`src/core/exposure_defines.vh`:
```
// Purpose: constants for the exposure control block (offsets, fields, resets, timing)
// Assumes: 200 MHz clock, classic wishbone with 32-bit data, one register per word
// Notes: register byte address is four times the register index
// Overview of operation
// - mode bit 0 selects programmed count, 1 selects external pulse gap; resets 0
// - external exposure runs from start pin a rise to readout trigger rise
// - internal exposure lasts 129 clocks times (0.43 overhead plus count)
// - external mode appends 129 clocks times 0.43 overhead after the measured gap
// - a gap of a single clock between start edge and trigger is accepted
// - dual exposure bit disables interleave at 0, its reset value, enables at 1
// - dual internal mode times even rows from primary count, default 1088
// - dual internal mode times odd rows from second count, default 1088
// - dual external mode: pin a times even lines, pin b odd lines
// - greyscale bit resets to 1; 0 selects colour, with bayer-pair interleave only while the dual exposure bit is 1
// - piecewise mode changes the clip level at most twice per exposure
// - bright pixels held at clip levels for programmed durations twice in a row
// - slope count selects one to three slopes, default one
// - knee durations are 24-bit counts defaulting to 1, same 129 scaling
`ifndef EXPOSURE_DEFINES_VH
`define EXPOSURE_DEFINES_VH

// register indexes
`define IDX_COLOUR_TYPE 8'h27
`define IDX_MODE_CTRL 8'h29
`define IDX_EXP_B0 8'h2a
`define IDX_EXP_B1 8'h2b
`define IDX_EXP_B2 8'h2c
`define IDX_KNEE1_B0 8'h30
`define IDX_KNEE1_B1 8'h31
`define IDX_KNEE1_B2 8'h32
`define IDX_KNEE2_B0 8'h33
`define IDX_KNEE2_B1 8'h34
`define IDX_KNEE2_B2 8'h35
`define IDX_SLOPES 8'h36
`define IDX_ODD_B0 8'h38
`define IDX_ODD_B1 8'h39
`define IDX_ODD_B2 8'h3a
`define IDX_OVERHEAD 8'h49
`define IDX_STATUS 8'h60

// field positions
`define MODE_EXT_BIT 0
`define MODE_DUAL_BIT 1
`define MONO_BIT 0

// reset values
`define RST_MODE 8'h00
`define RST_MONO 8'h01
`define RST_EXP_COUNT 24'h000440
`define RST_KNEE_COUNT 24'h000001
`define RST_SLOPES 2'h1
`define RST_OVERHEAD 8'h0a

// timing: one count unit is 129 clocks; overhead weight 0.43 = 43/100
`define UNIT_CLOCKS 8'h81
`define OVH_NUM 8'h2b
`define OVH_DEN 8'h64

`endif

```
`src/core/exposure_control.v`:
```
// Purpose: exposure sequencer with wishbone registers, internal/external timing,
//          interleaved dual exposure and piecewise-linear knee timing
// Assumes: pins synchronous to clk_i; external pins are single-clock-wide or longer pulses
// Notes: wishbone ack comes two cycles after the request is presented
`timescale 1ns/1ps
`include "exposure_defines.vh"
module exposure_control (
	// clock and reset
	input wire clk_i,
	input wire rst_i,
	// wishbone slave
	input wire cyc_i,
	input wire stb_i,
	input wire we_i,
	input wire [9:0] adr_i,
	input wire [3:0] sel_i,
	input wire [31:0] dat_i,
	output reg [31:0] dat_o,
	output reg ack_o,
	// exposure pins
	input wire exposure_start_a_i,
	input wire exposure_start_b_i,
	input wire frame_request_i,
	// sensor sequencer outputs
	output reg expose_even_o,
	output reg expose_odd_o,
	output reg fot_o,
	output reg first_clip_level_o,
	output reg second_clip_level_o,
	output reg bayer_pairs_o
);
	// ====================================================================
	// states
	localparam [4:0] S_IDLE = 5'b00001;
	localparam [4:0] S_EXPOSE = 5'b00010;
	localparam [4:0] S_KNEE1 = 5'b00100;
	localparam [4:0] S_KNEE2 = 5'b01000;
	localparam [4:0] S_OVH = 5'b10000;

	// ====================================================================
	// registers
	reg [7:0] mode_ff;
	reg [7:0] mono_ff;
	reg [23:0] exp_ff;
	reg [23:0] odd_ff;
	reg [23:0] knee1_ff;
	reg [23:0] knee2_ff;
	reg [1:0] slopes_ff;
	reg [7:0] overhead_ff;
	reg [4:0] state_ff;
	reg [4:0] nxt_state;
	reg ext_a_ff;
	reg ext_b_ff;
	reg prev_a_ff;
	reg prev_b_ff;
	reg prev_req_ff;
	reg ack_pend_ff;
	reg [7:0] rd_sel_ff;
	reg [3:0] scratch_hit_ff;
	wire [7:0] scratch_rd;
	wire [7:0] idx;
	wire req;
	wire wr;
	wire rise_a;
	wire rise_b;
	wire rise_req;
	wire even_busy;
	wire odd_busy;
	wire ovh_busy;
	wire int_open;
	reg even_load;
	reg odd_load;
	reg ovh_load;
	reg [23:0] even_units;

	assign idx = adr_i[9:2];
	assign req = cyc_i & stb_i & ~ack_o;
	assign wr = req & we_i & sel_i[0];
	assign rise_a = exposure_start_a_i & ~prev_a_ff;
	assign rise_b = exposure_start_b_i & ~prev_b_ff;
	assign rise_req = frame_request_i & ~prev_req_ff;
	// rows stay open across the reload cycle between main exposure and knees
	assign int_open = even_busy || (even_load && state_ff == S_EXPOSE) || state_ff == S_KNEE1
		|| state_ff == S_KNEE2;

	// ====================================================================
	// decode helpers
	function is_mapped;
		input [7:0] i;
		begin
			case (i)
				`IDX_COLOUR_TYPE, `IDX_MODE_CTRL, `IDX_EXP_B0, `IDX_EXP_B1, `IDX_EXP_B2,
				`IDX_KNEE1_B0, `IDX_KNEE1_B1, `IDX_KNEE1_B2, `IDX_KNEE2_B0,
				`IDX_KNEE2_B1, `IDX_KNEE2_B2, `IDX_SLOPES, `IDX_ODD_B0,
				`IDX_ODD_B1, `IDX_ODD_B2, `IDX_OVERHEAD, `IDX_STATUS: is_mapped = 1'b1;
				default: is_mapped = 1'b0;
			endcase
		end
	endfunction

	// byte lane of a 24-bit count, low index is least significant
	function [23:0] put_byte;
		input [23:0] old;
		input [1:0] lane;
		input [7:0] b;
		begin
			case (lane)
				2'd0: put_byte = {old[23:8], b};
				2'd1: put_byte = {old[23:16], b, old[7:0]};
				default: put_byte = {b, old[15:0]};
			endcase
		end
	endfunction

	// scratch memory for the unused upper bits region is not needed; it holds
	// spare bytes in the 0x40..0x4f index window except the overhead register
	exposure_regfile u_scratch (
		.clk_i(clk_i),
		.wr_en_i(wr && idx[7:4] == 4'h4 && idx != `IDX_OVERHEAD),
		.wr_addr_i(idx[3:0]),
		.wr_data_i(dat_i[7:0]),
		.rd_addr_i(idx[3:0]),
		.rd_data_o(scratch_rd)
	);

	// ====================================================================
	// register writes
	always @(posedge clk_i) begin
		if (rst_i) begin
			mode_ff <= `RST_MODE;
			mono_ff <= `RST_MONO;
			exp_ff <= `RST_EXP_COUNT;
			odd_ff <= `RST_EXP_COUNT;
			knee1_ff <= `RST_KNEE_COUNT;
			knee2_ff <= `RST_KNEE_COUNT;
			slopes_ff <= `RST_SLOPES;
			overhead_ff <= `RST_OVERHEAD;
		end else if (wr) begin
			case (idx)
				`IDX_COLOUR_TYPE: mono_ff <= {7'h00, dat_i[`MONO_BIT]};
				`IDX_MODE_CTRL: mode_ff <= {6'h00, dat_i[1:0]};
				// count bytes by lane, low index least significant
				`IDX_EXP_B0, `IDX_EXP_B1, `IDX_EXP_B2:
					exp_ff <= put_byte(exp_ff, idx[1:0] - 2'd2, dat_i[7:0]);
				`IDX_ODD_B0, `IDX_ODD_B1, `IDX_ODD_B2:
					odd_ff <= put_byte(odd_ff, idx[1:0], dat_i[7:0]);
				`IDX_KNEE1_B0, `IDX_KNEE1_B1, `IDX_KNEE1_B2:
					knee1_ff <= put_byte(knee1_ff, idx[1:0], dat_i[7:0]);
				`IDX_KNEE2_B0, `IDX_KNEE2_B1, `IDX_KNEE2_B2:
					knee2_ff <= put_byte(knee2_ff, idx[1:0] - 2'd3, dat_i[7:0]);
				`IDX_SLOPES: begin
					// zero is clamped to one slope
					slopes_ff <= (dat_i[1:0] == 2'd0) ? 2'd1 : dat_i[1:0];
				end
				`IDX_OVERHEAD: overhead_ff <= dat_i[7:0];
				default: begin
				end
			endcase
		end
	end

	// ====================================================================
	// wishbone answer: two cycle latency, unmapped reads zero
	always @(posedge clk_i) begin
		if (rst_i) begin
			ack_o <= 1'b0;
			ack_pend_ff <= 1'b0;
			dat_o <= 32'h0;
			rd_sel_ff <= 8'h00;
			scratch_hit_ff <= 4'h0;
		end else begin
			ack_pend_ff <= req & ~ack_pend_ff;
			ack_o <= ack_pend_ff;
			rd_sel_ff <= idx;
			scratch_hit_ff <= {3'h0, idx[7:4] == 4'h4 && idx != `IDX_OVERHEAD};
			if (ack_pend_ff) begin
				if (scratch_hit_ff[0]) begin
					dat_o <= {24'h0, scratch_rd};
				end else if (!is_mapped(rd_sel_ff)) begin
					dat_o <= 32'h0;
				end else begin
					case (rd_sel_ff)
						`IDX_COLOUR_TYPE: dat_o <= {24'h0, mono_ff};
						`IDX_MODE_CTRL: dat_o <= {24'h0, mode_ff};
						`IDX_EXP_B0: dat_o <= {24'h0, exp_ff[7:0]};
						`IDX_EXP_B1: dat_o <= {24'h0, exp_ff[15:8]};
						`IDX_EXP_B2: dat_o <= {24'h0, exp_ff[23:16]};
						`IDX_ODD_B0: dat_o <= {24'h0, odd_ff[7:0]};
						`IDX_ODD_B1: dat_o <= {24'h0, odd_ff[15:8]};
						`IDX_ODD_B2: dat_o <= {24'h0, odd_ff[23:16]};
						`IDX_KNEE1_B0: dat_o <= {24'h0, knee1_ff[7:0]};
						`IDX_KNEE1_B1: dat_o <= {24'h0, knee1_ff[15:8]};
						`IDX_KNEE1_B2: dat_o <= {24'h0, knee1_ff[23:16]};
						`IDX_KNEE2_B0: dat_o <= {24'h0, knee2_ff[7:0]};
						`IDX_KNEE2_B1: dat_o <= {24'h0, knee2_ff[15:8]};
						`IDX_KNEE2_B2: dat_o <= {24'h0, knee2_ff[23:16]};
						`IDX_SLOPES: dat_o <= {30'h0, slopes_ff};
						`IDX_OVERHEAD: dat_o <= {24'h0, overhead_ff};
						// live sequencer status
						`IDX_STATUS: dat_o <= {24'h0, fot_o, second_clip_level_o,
							first_clip_level_o, state_ff};
						default: dat_o <= 32'h0;
					endcase
				end
			end
		end
	end

	// ====================================================================
	// timers: even/main, odd, overhead
	exposure_timer u_even (
		.clk_i(clk_i),
		.rst_i(rst_i),
		.load_i(even_load),
		.units_i(even_units),
		.overhead_i(overhead_ff),
		.busy_o(even_busy),
		.done_o()
	);

	exposure_timer u_odd (
		.clk_i(clk_i),
		.rst_i(rst_i),
		.load_i(odd_load),
		.units_i(odd_ff),
		.overhead_i(overhead_ff),
		.busy_o(odd_busy),
		.done_o()
	);

	exposure_timer u_ovh (
		.clk_i(clk_i),
		.rst_i(rst_i),
		.load_i(ovh_load),
		.units_i(24'h0),
		.overhead_i(overhead_ff),
		.busy_o(ovh_busy),
		.done_o()
	);

	// ====================================================================
	// sequencer next state
	always @* begin
		nxt_state = state_ff;
		even_load = 1'b0;
		odd_load = 1'b0;
		ovh_load = 1'b0;
		even_units = exp_ff;
		case (state_ff)
			S_IDLE: begin
				if (!mode_ff[`MODE_EXT_BIT] && rise_req) begin
					// internal: count from the programmed value
					even_load = 1'b1;
					odd_load = mode_ff[`MODE_DUAL_BIT];
					nxt_state = S_EXPOSE;
				end else if (mode_ff[`MODE_EXT_BIT] && (rise_a || rise_b)) begin
					nxt_state = S_EXPOSE;
				end
			end
			S_EXPOSE: begin
				if (mode_ff[`MODE_EXT_BIT]) begin
					// even a single clock before the trigger is a valid gap
					if (rise_req) begin
						ovh_load = 1'b1;
						nxt_state = S_OVH;
					end
				end else if (!even_busy && !odd_busy && !even_load) begin
					if (slopes_ff >= 2'd2 && !mode_ff[`MODE_DUAL_BIT]) begin
						even_units = knee1_ff;
						even_load = 1'b1;
						nxt_state = S_KNEE1;
					end else begin
						nxt_state = S_OVH;
						ovh_load = 1'b0;
					end
				end
			end
			S_KNEE1: begin
				if (!even_busy && !even_load) begin
					if (slopes_ff == 2'd3) begin
						even_units = knee2_ff;
						even_load = 1'b1;
						nxt_state = S_KNEE2;
					end else begin
						nxt_state = S_OVH;
					end
				end
			end
			S_KNEE2: begin
				if (!even_busy) begin
					nxt_state = S_OVH;
				end
			end
			S_OVH: begin
				if (!ovh_busy && !ovh_load) begin
					nxt_state = S_IDLE;
				end
			end
			default: nxt_state = S_IDLE;
		endcase
	end

	// ====================================================================
	// state, pin history and outputs
	always @(posedge clk_i) begin
		if (rst_i) begin
			state_ff <= S_IDLE;
			prev_a_ff <= 1'b0;
			prev_b_ff <= 1'b0;
			prev_req_ff <= 1'b0;
			ext_a_ff <= 1'b0;
			ext_b_ff <= 1'b0;
			expose_even_o <= 1'b0;
			expose_odd_o <= 1'b0;
			fot_o <= 1'b0;
			first_clip_level_o <= 1'b0;
			second_clip_level_o <= 1'b0;
			bayer_pairs_o <= 1'b0;
		end else begin
			state_ff <= nxt_state;
			prev_a_ff <= exposure_start_a_i;
			prev_b_ff <= exposure_start_b_i;
			prev_req_ff <= frame_request_i;
			// external dual: pin a opens even rows, pin b odd rows
			if (state_ff == S_IDLE || state_ff == S_OVH) begin
				ext_a_ff <= 1'b0;
				ext_b_ff <= 1'b0;
			end
			if (mode_ff[`MODE_EXT_BIT] && (state_ff == S_IDLE || state_ff == S_EXPOSE)) begin
				if (rise_a) begin
					ext_a_ff <= 1'b1;
				end
				if (rise_b && mode_ff[`MODE_DUAL_BIT]) begin
					ext_b_ff <= 1'b1;
				end
			end
			if (mode_ff[`MODE_EXT_BIT]) begin
				// tail timer, not the state, so the total is gap plus tail exactly
				expose_even_o <= ext_a_ff || ovh_busy;
				expose_odd_o <= mode_ff[`MODE_DUAL_BIT] ? (ext_b_ff || ovh_busy)
					: (ext_a_ff || ovh_busy);
			end else begin
				expose_even_o <= int_open;
				expose_odd_o <= mode_ff[`MODE_DUAL_BIT] ? odd_busy : int_open;
			end
			// overhead tail in external mode
			fot_o <= ovh_busy;
			// clip only while the knee timer runs, not in the reload cycle
			first_clip_level_o <= (state_ff == S_KNEE1) && even_busy;
			second_clip_level_o <= (state_ff == S_KNEE2) && even_busy;
			// colour arrays interleave in row pairs
			bayer_pairs_o <= mode_ff[`MODE_DUAL_BIT] & ~mono_ff[`MONO_BIT];
		end
	end
endmodule // exposure_control

```
`src/core/exposure_regfile.v`:
```
// Purpose: small byte-wide register memory with registered read data
// Assumes: synchronous write, one write port, one read port
// Notes: reset loads nothing; the control block keeps its own reset copies
`timescale 1ns/1ps
module exposure_regfile (
	// clock
	input wire clk_i,
	// write port
	input wire wr_en_i,
	input wire [3:0] wr_addr_i,
	input wire [7:0] wr_data_i,
	// read port
	input wire [3:0] rd_addr_i,
	output reg [7:0] rd_data_o
);
	reg [7:0] mem [0:15];

	// write then registered read
	always @(posedge clk_i) begin
		if (wr_en_i) begin
			mem[wr_addr_i] <= wr_data_i;
		end
		rd_data_o <= mem[rd_addr_i];
	end
endmodule // exposure_regfile

```
`src/core/exposure_timer.v`:
```
// Purpose: counts out 129 clocks per count unit, with a fractional overhead part
// Assumes: load pulses only while idle
// Notes: total = 129*units + floor(129*0.43*overhead) clocks
`timescale 1ns/1ps
`include "exposure_defines.vh"
module exposure_timer (
	// clock and reset
	input wire clk_i,
	input wire rst_i,
	// control
	input wire load_i,
	input wire [23:0] units_i,
	input wire [7:0] overhead_i,
	// status
	output reg busy_o,
	output reg done_o
);
	reg [39:0] left_ff;
	reg [39:0] total;

	// clocks for the units and the overhead share
	always @* begin
		total = {16'h0000, units_i} * {32'h0, `UNIT_CLOCKS}
			+ ({32'h0, overhead_i} * {32'h0, `UNIT_CLOCKS} * {32'h0, `OVH_NUM})
			/ {32'h0, `OVH_DEN};
	end

	// down counter, done pulses as it expires
	always @(posedge clk_i) begin
		if (rst_i) begin
			left_ff <= 40'h0;
			busy_o <= 1'b0;
			done_o <= 1'b0;
		end else begin
			done_o <= 1'b0;
			if (load_i) begin
				left_ff <= (total == 40'h0) ? 40'h1 : total;
				busy_o <= 1'b1;
			end else if (busy_o) begin
				if (left_ff == 40'h1) begin
					busy_o <= 1'b0;
					done_o <= 1'b1;
				end
				left_ff <= left_ff - 40'h1;
			end
		end
	end
endmodule // exposure_timer

```
`config.mk`:
```
export PLATFORM = sky130hd
export DESIGN_NAME = exposure_control
export DESIGN_NICKNAME = d
export VERILOG_FILES = /design/src/core/exposure_control.v /design/src/core/exposure_regfile.v /design/src/core/exposure_timer.v
export VERILOG_INCLUDE_DIRS = /design/src /design/src/core
export SDC_FILE = /design/constraint.sdc
export NUM_CORES = 1
export LEC_CHECK = 0
export BUFFER_PORTS_ARGS = -buffer_cell sky130_fd_sc_hd__buf_2
export CAP_MARGIN = 20
export CORE_UTILIZATION = 45
export CTS_CLUSTER_DIAMETER = 50
export DETAILED_ROUTE_END_ITERATION = 8
export SETUP_SLACK_MARGIN = 0.4
export SYNTH_ARGS = -nofsm -noshare
export SYNTH_HDL_FRONTEND = slang
export SYNTH_SLANG_ARGS = --single-unit
```
`constraint.sdc`:
```
create_clock -name clk_i -period 25.7 [get_ports clk_i]
set_input_delay 3.855 -clock clk_i [delete_from_list [all_inputs] [get_ports clk_i]]
set_output_delay 3.855 -clock clk_i [all_outputs]
set_load 0.02 [all_outputs]
```
==> flow_metrics.py <==
metrics = {
    "timing": {
        "max_freq_mhz": 45.3,
        "fin_crit_sh": 0.859,
        "rsz0062_at_grt": "no",
        "maxSlewViolCount": 0,
        "max_slew.worst_pin.slew_ns": 1.39,
        "fin_skew_ns": 0.0462,
        "setup_viol_count_final": 0,
        "hold_viol_final": 0,
        "slew_headroom": 0.0711,
        "post-route-min-period_ns": 22.07,
        "worst_slack_ns": 3.63,
        "finalSetupTns_ns": 0,
    },
    "floorplanning": {
        "start_util": 0.455,
        "die_x_um": 254,
        "io_pins": 93,
        "rows": 92,
        "die_h_um": 254,
        "dieArea_um2": 64700,
        "core_um2": 63000,
    },
    "worst_setup_path": {
        "cp_common_cell": "a21oi_1",
        "required_ns": 26.21,
        "rr_worst_depth": 85,
        "end_kind": "flop",
        "criticalPathCategory": "reg2reg",
        "critPathMaxStageDelay_ns": 0.83,
        "cpMaxStageDelayCell": "xor2_1",
        "crit_fanout": 16,
        "cp_data_arrival_time_ns": 22.58,
        "critPathLaunchType": "flop",
    },
    "global_routing": {
        "grt_pass1_vias": 23200,
        "grt_pass1_wl_mm": 129,
        "track_usage": 0.252,
        "grt_max_degree": 65,
        "antenna_found_initial": 0,
        "grt_remaining_overflow": 0,
    },
    "yosys": {
        "yosysTopAreaCell": "dfxtp_1",
        "synth_area_um2": 28700,
        "synth_area_leaders": "dfxtp_1, edfxtp_1, ha_1, a21oi_1, nor2_1",
        "async_flop_share": 0,
        "avgSynthCellArea_um2": 8.85,
        "synth_common_cells": "nor2_1, nand2_1, dfxtp_1, a21oi_1, ha_1",
        "synth_edf_count": 128,
        "synth-seq-area-share": 0.326,
        "synth_top_area_share": 0.192,
        "synth.most_common_cell": "nor2_1",
        "yosysUniqueCellTypes": 125,
        "ys_warn_count": 0,
        "synth_top_flop_cell": "dfxtp_1",
        "ys_ff_latch": 403,
        "syn_inst": 3239,
    },
    "cts": {
        "cts_made_buffers": 52,
        "cts_setup_buffers": 0,
        "insertion_delay_ns": 0.62,
        "cts-root-buf": "clkbuf_16",
        "tritoncts": "yes",
        "htree_levels": 2,
        "clk_path_buf_depth": 3,
        "post_cts_resized": 0,
        "cts_hold_buf": 0,
        "clkTransAtPathRegs_ns": 0.06,
        "cts.sinks": 403,
    },
    "job": {
        "cap_viol_max_count": 0,
    },
    "pwr": {
        "power_density_nw_per_um2": 51.6,
        "sw_frac_of_total": 0.268,
        "leakage_uw": 0.0129,
        "p_int_uw": 1180,
        "irDropWorstVdd_v": 0.0000614,
        "power_frac_clock": 0.472,
        "seqPwrFrac": 0.425,
        "p_switching_uw": 434,
        "finalPower_uw": 1620,
        "power_frac_comb": 0.103,
    },
    "cells_and_area": {
        "nNetsFinal": 3571,
        "fin_cells": 4121,
        "n_antenna_cell": 0,
        "fill_cells": 5901,
        "drive_gt1_frac": 0.0892,
        "area_growth_syn_to_layout_pct": 9.42,
    },
    "detailed_routing": {
        "drt-initial-drc-count": 1993,
        "vias": 24400,
        "wirelength_mm": 82.1,
        "drtAntennaViolNets": 0,
        "drtPass1Iterations": 9,
        "wl_per_cell_um": 19.9,
        "routed_via_density": 5.93,
        "drc_errors": 0,
    },
    "worst_hold_path": {
        "hold_path_class": "reg2reg",
        "holdPathStages": 1,
    },
    "placement": {
        "io_buffers": 39,
        "globalplace.congestion": 0.904,
        "dp_cells": 4023,
        "hpwl_mm": 60.1,
        "dpl_worst_slack_ns": 3.88,
    },
    "run_status": {
        "outcome": "complete, no violations",
    },
}
[flip-flops by register name, indices dropped and copies added, names as in the netlist, 2 cells and up]
name,flops
knee2_ff,24
u_scratch.mem,128
exp_ff,24
rd_sel_ff,8
u_ovh.left_ff,40
slopes_ff,2
state_ff,5
mode_ff,2
knee1_ff,24
u_odd.left_ff,40
odd_ff,24
dat_o,8
u_even.left_ff,40
u_scratch.rd_data_o,8
overhead_ff,8
[power by group through the flow]
stage / clock network [uW] / logic [uW] / registers [uW]
after global placement: 0 / 162 / 700
after floorplan: 0 / 125 / 697
after global routing: 801 / 184 / 689
final: 764 / 167 / 688
after detailed placement: 0 / 166 / 701
after CTS: 777 / 166 / 687
[worst max-delay path, delay by kind of cell (launching register included)]
family | cells | cell delay [ns]
AOI/OAI and AO/OA | 44 | 10.93
adders and majority gates | 13 | 3.79
and+or+nand+nor | 17 | 3.40
xor gates and xnor gates | 4 | 1.71
muxes | 2 | 0.80
buffers and inverters | 5 | 0.79
DFF | 1 | 0.48
[cell families (layout without fill, tap and decap cells)]
| group | count (synthesis) | in the layout | share of synthesized area |
|---|---|---|---|
| multiplexers | 104 | 104 | 0.0549 |
| buffers and inverters | 399 | 404 | 0.0569 |
| AO/OA/AOI/OAI | 771 | 771 | 0.187 |
| AND/OR/NAND/NOR | 1102 | 1102 | 0.183 |
| flip-flops | 403 | 403 | 0.326 |
| adder cells (fa/ha/maj) | 289 | 289 | 0.138 |
| other | 1 | 32 | 0.000131 |
| XOR/XNOR | 170 | 170 | 0.0534 |
[stage by stage]
stage / utilization / instance area (um2) / hold WS (ns)
6_report: 0.498 / 31400 / 0.451
3_3_place_gp: 0.469 / 29500 / 0.440
2_1_floorplan: - / 28800 / 0.417
3_5_place_dp: 0.469 / 29500 / 0.445
5_1_grt: 0.498 / 31400 / 0.462
4_1_cts: 0.498 / 31400 / 0.452
[layout by cell type, fill, tap and decap left out, types with 15 or more instances in the layout]
| cell | synthesis | routed |
|---|---|---|
| and3_1 | 17 | 17 |
| nand3_1 | 86 | 86 |
| nor3_1 | 110 | 109 |
| a211oi_1 | 71 | 71 |
| nand2b_1 | 35 | 35 |
| nor3b_1 | 22 | 22 |
| a221oi_1 | 17 | 17 |
| or4_1 | 19 | 19 |
| nor4_1 | 33 | 33 |
| inv_1 | 238 | 238 |
| ha_1 | 239 | 239 |
| conb_1 | 1 | 32 |
| xor2_1 | 46 | 46 |
| a21o_1 | 15 | 15 |
| clkbuf_16 | 0 | 53 |
| or3_1 | 37 | 37 |
| nor2b_1 | 22 | 22 |
| mux4_2 | 40 | 40 |
| o21a_1 | 15 | 15 |
| nor2_1 | 331 | 331 |
| a22oi_1 | 18 | 18 |
| a31oi_1 | 33 | 32 |
| buf_4 | 24 | 26 |
| xnor2_1 | 120 | 120 |
| buf_2 | 21 | 38 |
| o21ai_0 | 84 | 84 |
| and2_1 | 23 | 23 |
| fa_1 | 47 | 47 |
| dfxtp_1 | 275 | 275 |
| edfxtp_1 | 128 | 128 |
| mux2i_1 | 54 | 54 |
| a21oi_1 | 259 | 259 |
| a222oi_1 | 27 | 27 |
| nand2_1 | 283 | 283 |
| nand4_1 | 27 | 27 |
| o21bai_1 | 37 | 37 |
| o211ai_1 | 17 | 17 |
[metal layers]
| layer | GRT usage | part of all wire | up-vias |
|---|---|---|---|
| met4 | 0.0649 | 0.018 | 0 |
| li1 | - | - | 11700 |
| met2 | 0.409 | 0.46 | 766 |
| met3 | 0.0296 | 0.059 | 106 |
| met1 | 0.353 | 0.46 | 11900 |
| met5 | 0 | 0 | - |
[final cells by class]
class / instances / area, um2 / share of cell area
Timing Repair Buffer: 65 / 397 / 0.0126
Inverter: 241 / 907 / 0.0289
Tap cell: 846 / 1060 / 0.0337
Clock buffer: 61 / 1390 / 0.0442
Clock inverter: 37 / 449 / 0.0143
Sequential cell: 403 / 9350 / 0.298
Multi-Input combinational cell: 2468 / 17800 / 0.568
[path summary, 6_finish.rpt]
check                            to            from  slack, ns
setup / recovery  u_even.left_ff[8]  overhead_ff[0]       3.63
hold / removal          ack_pend_ff           ack_o       0.45
setup reg to reg  u_even.left_ff[8]  overhead_ff[0]       3.63
hold reg to reg         ack_pend_ff           ack_o       0.45
Note: power is estimated with default switching activity, not from simulation.
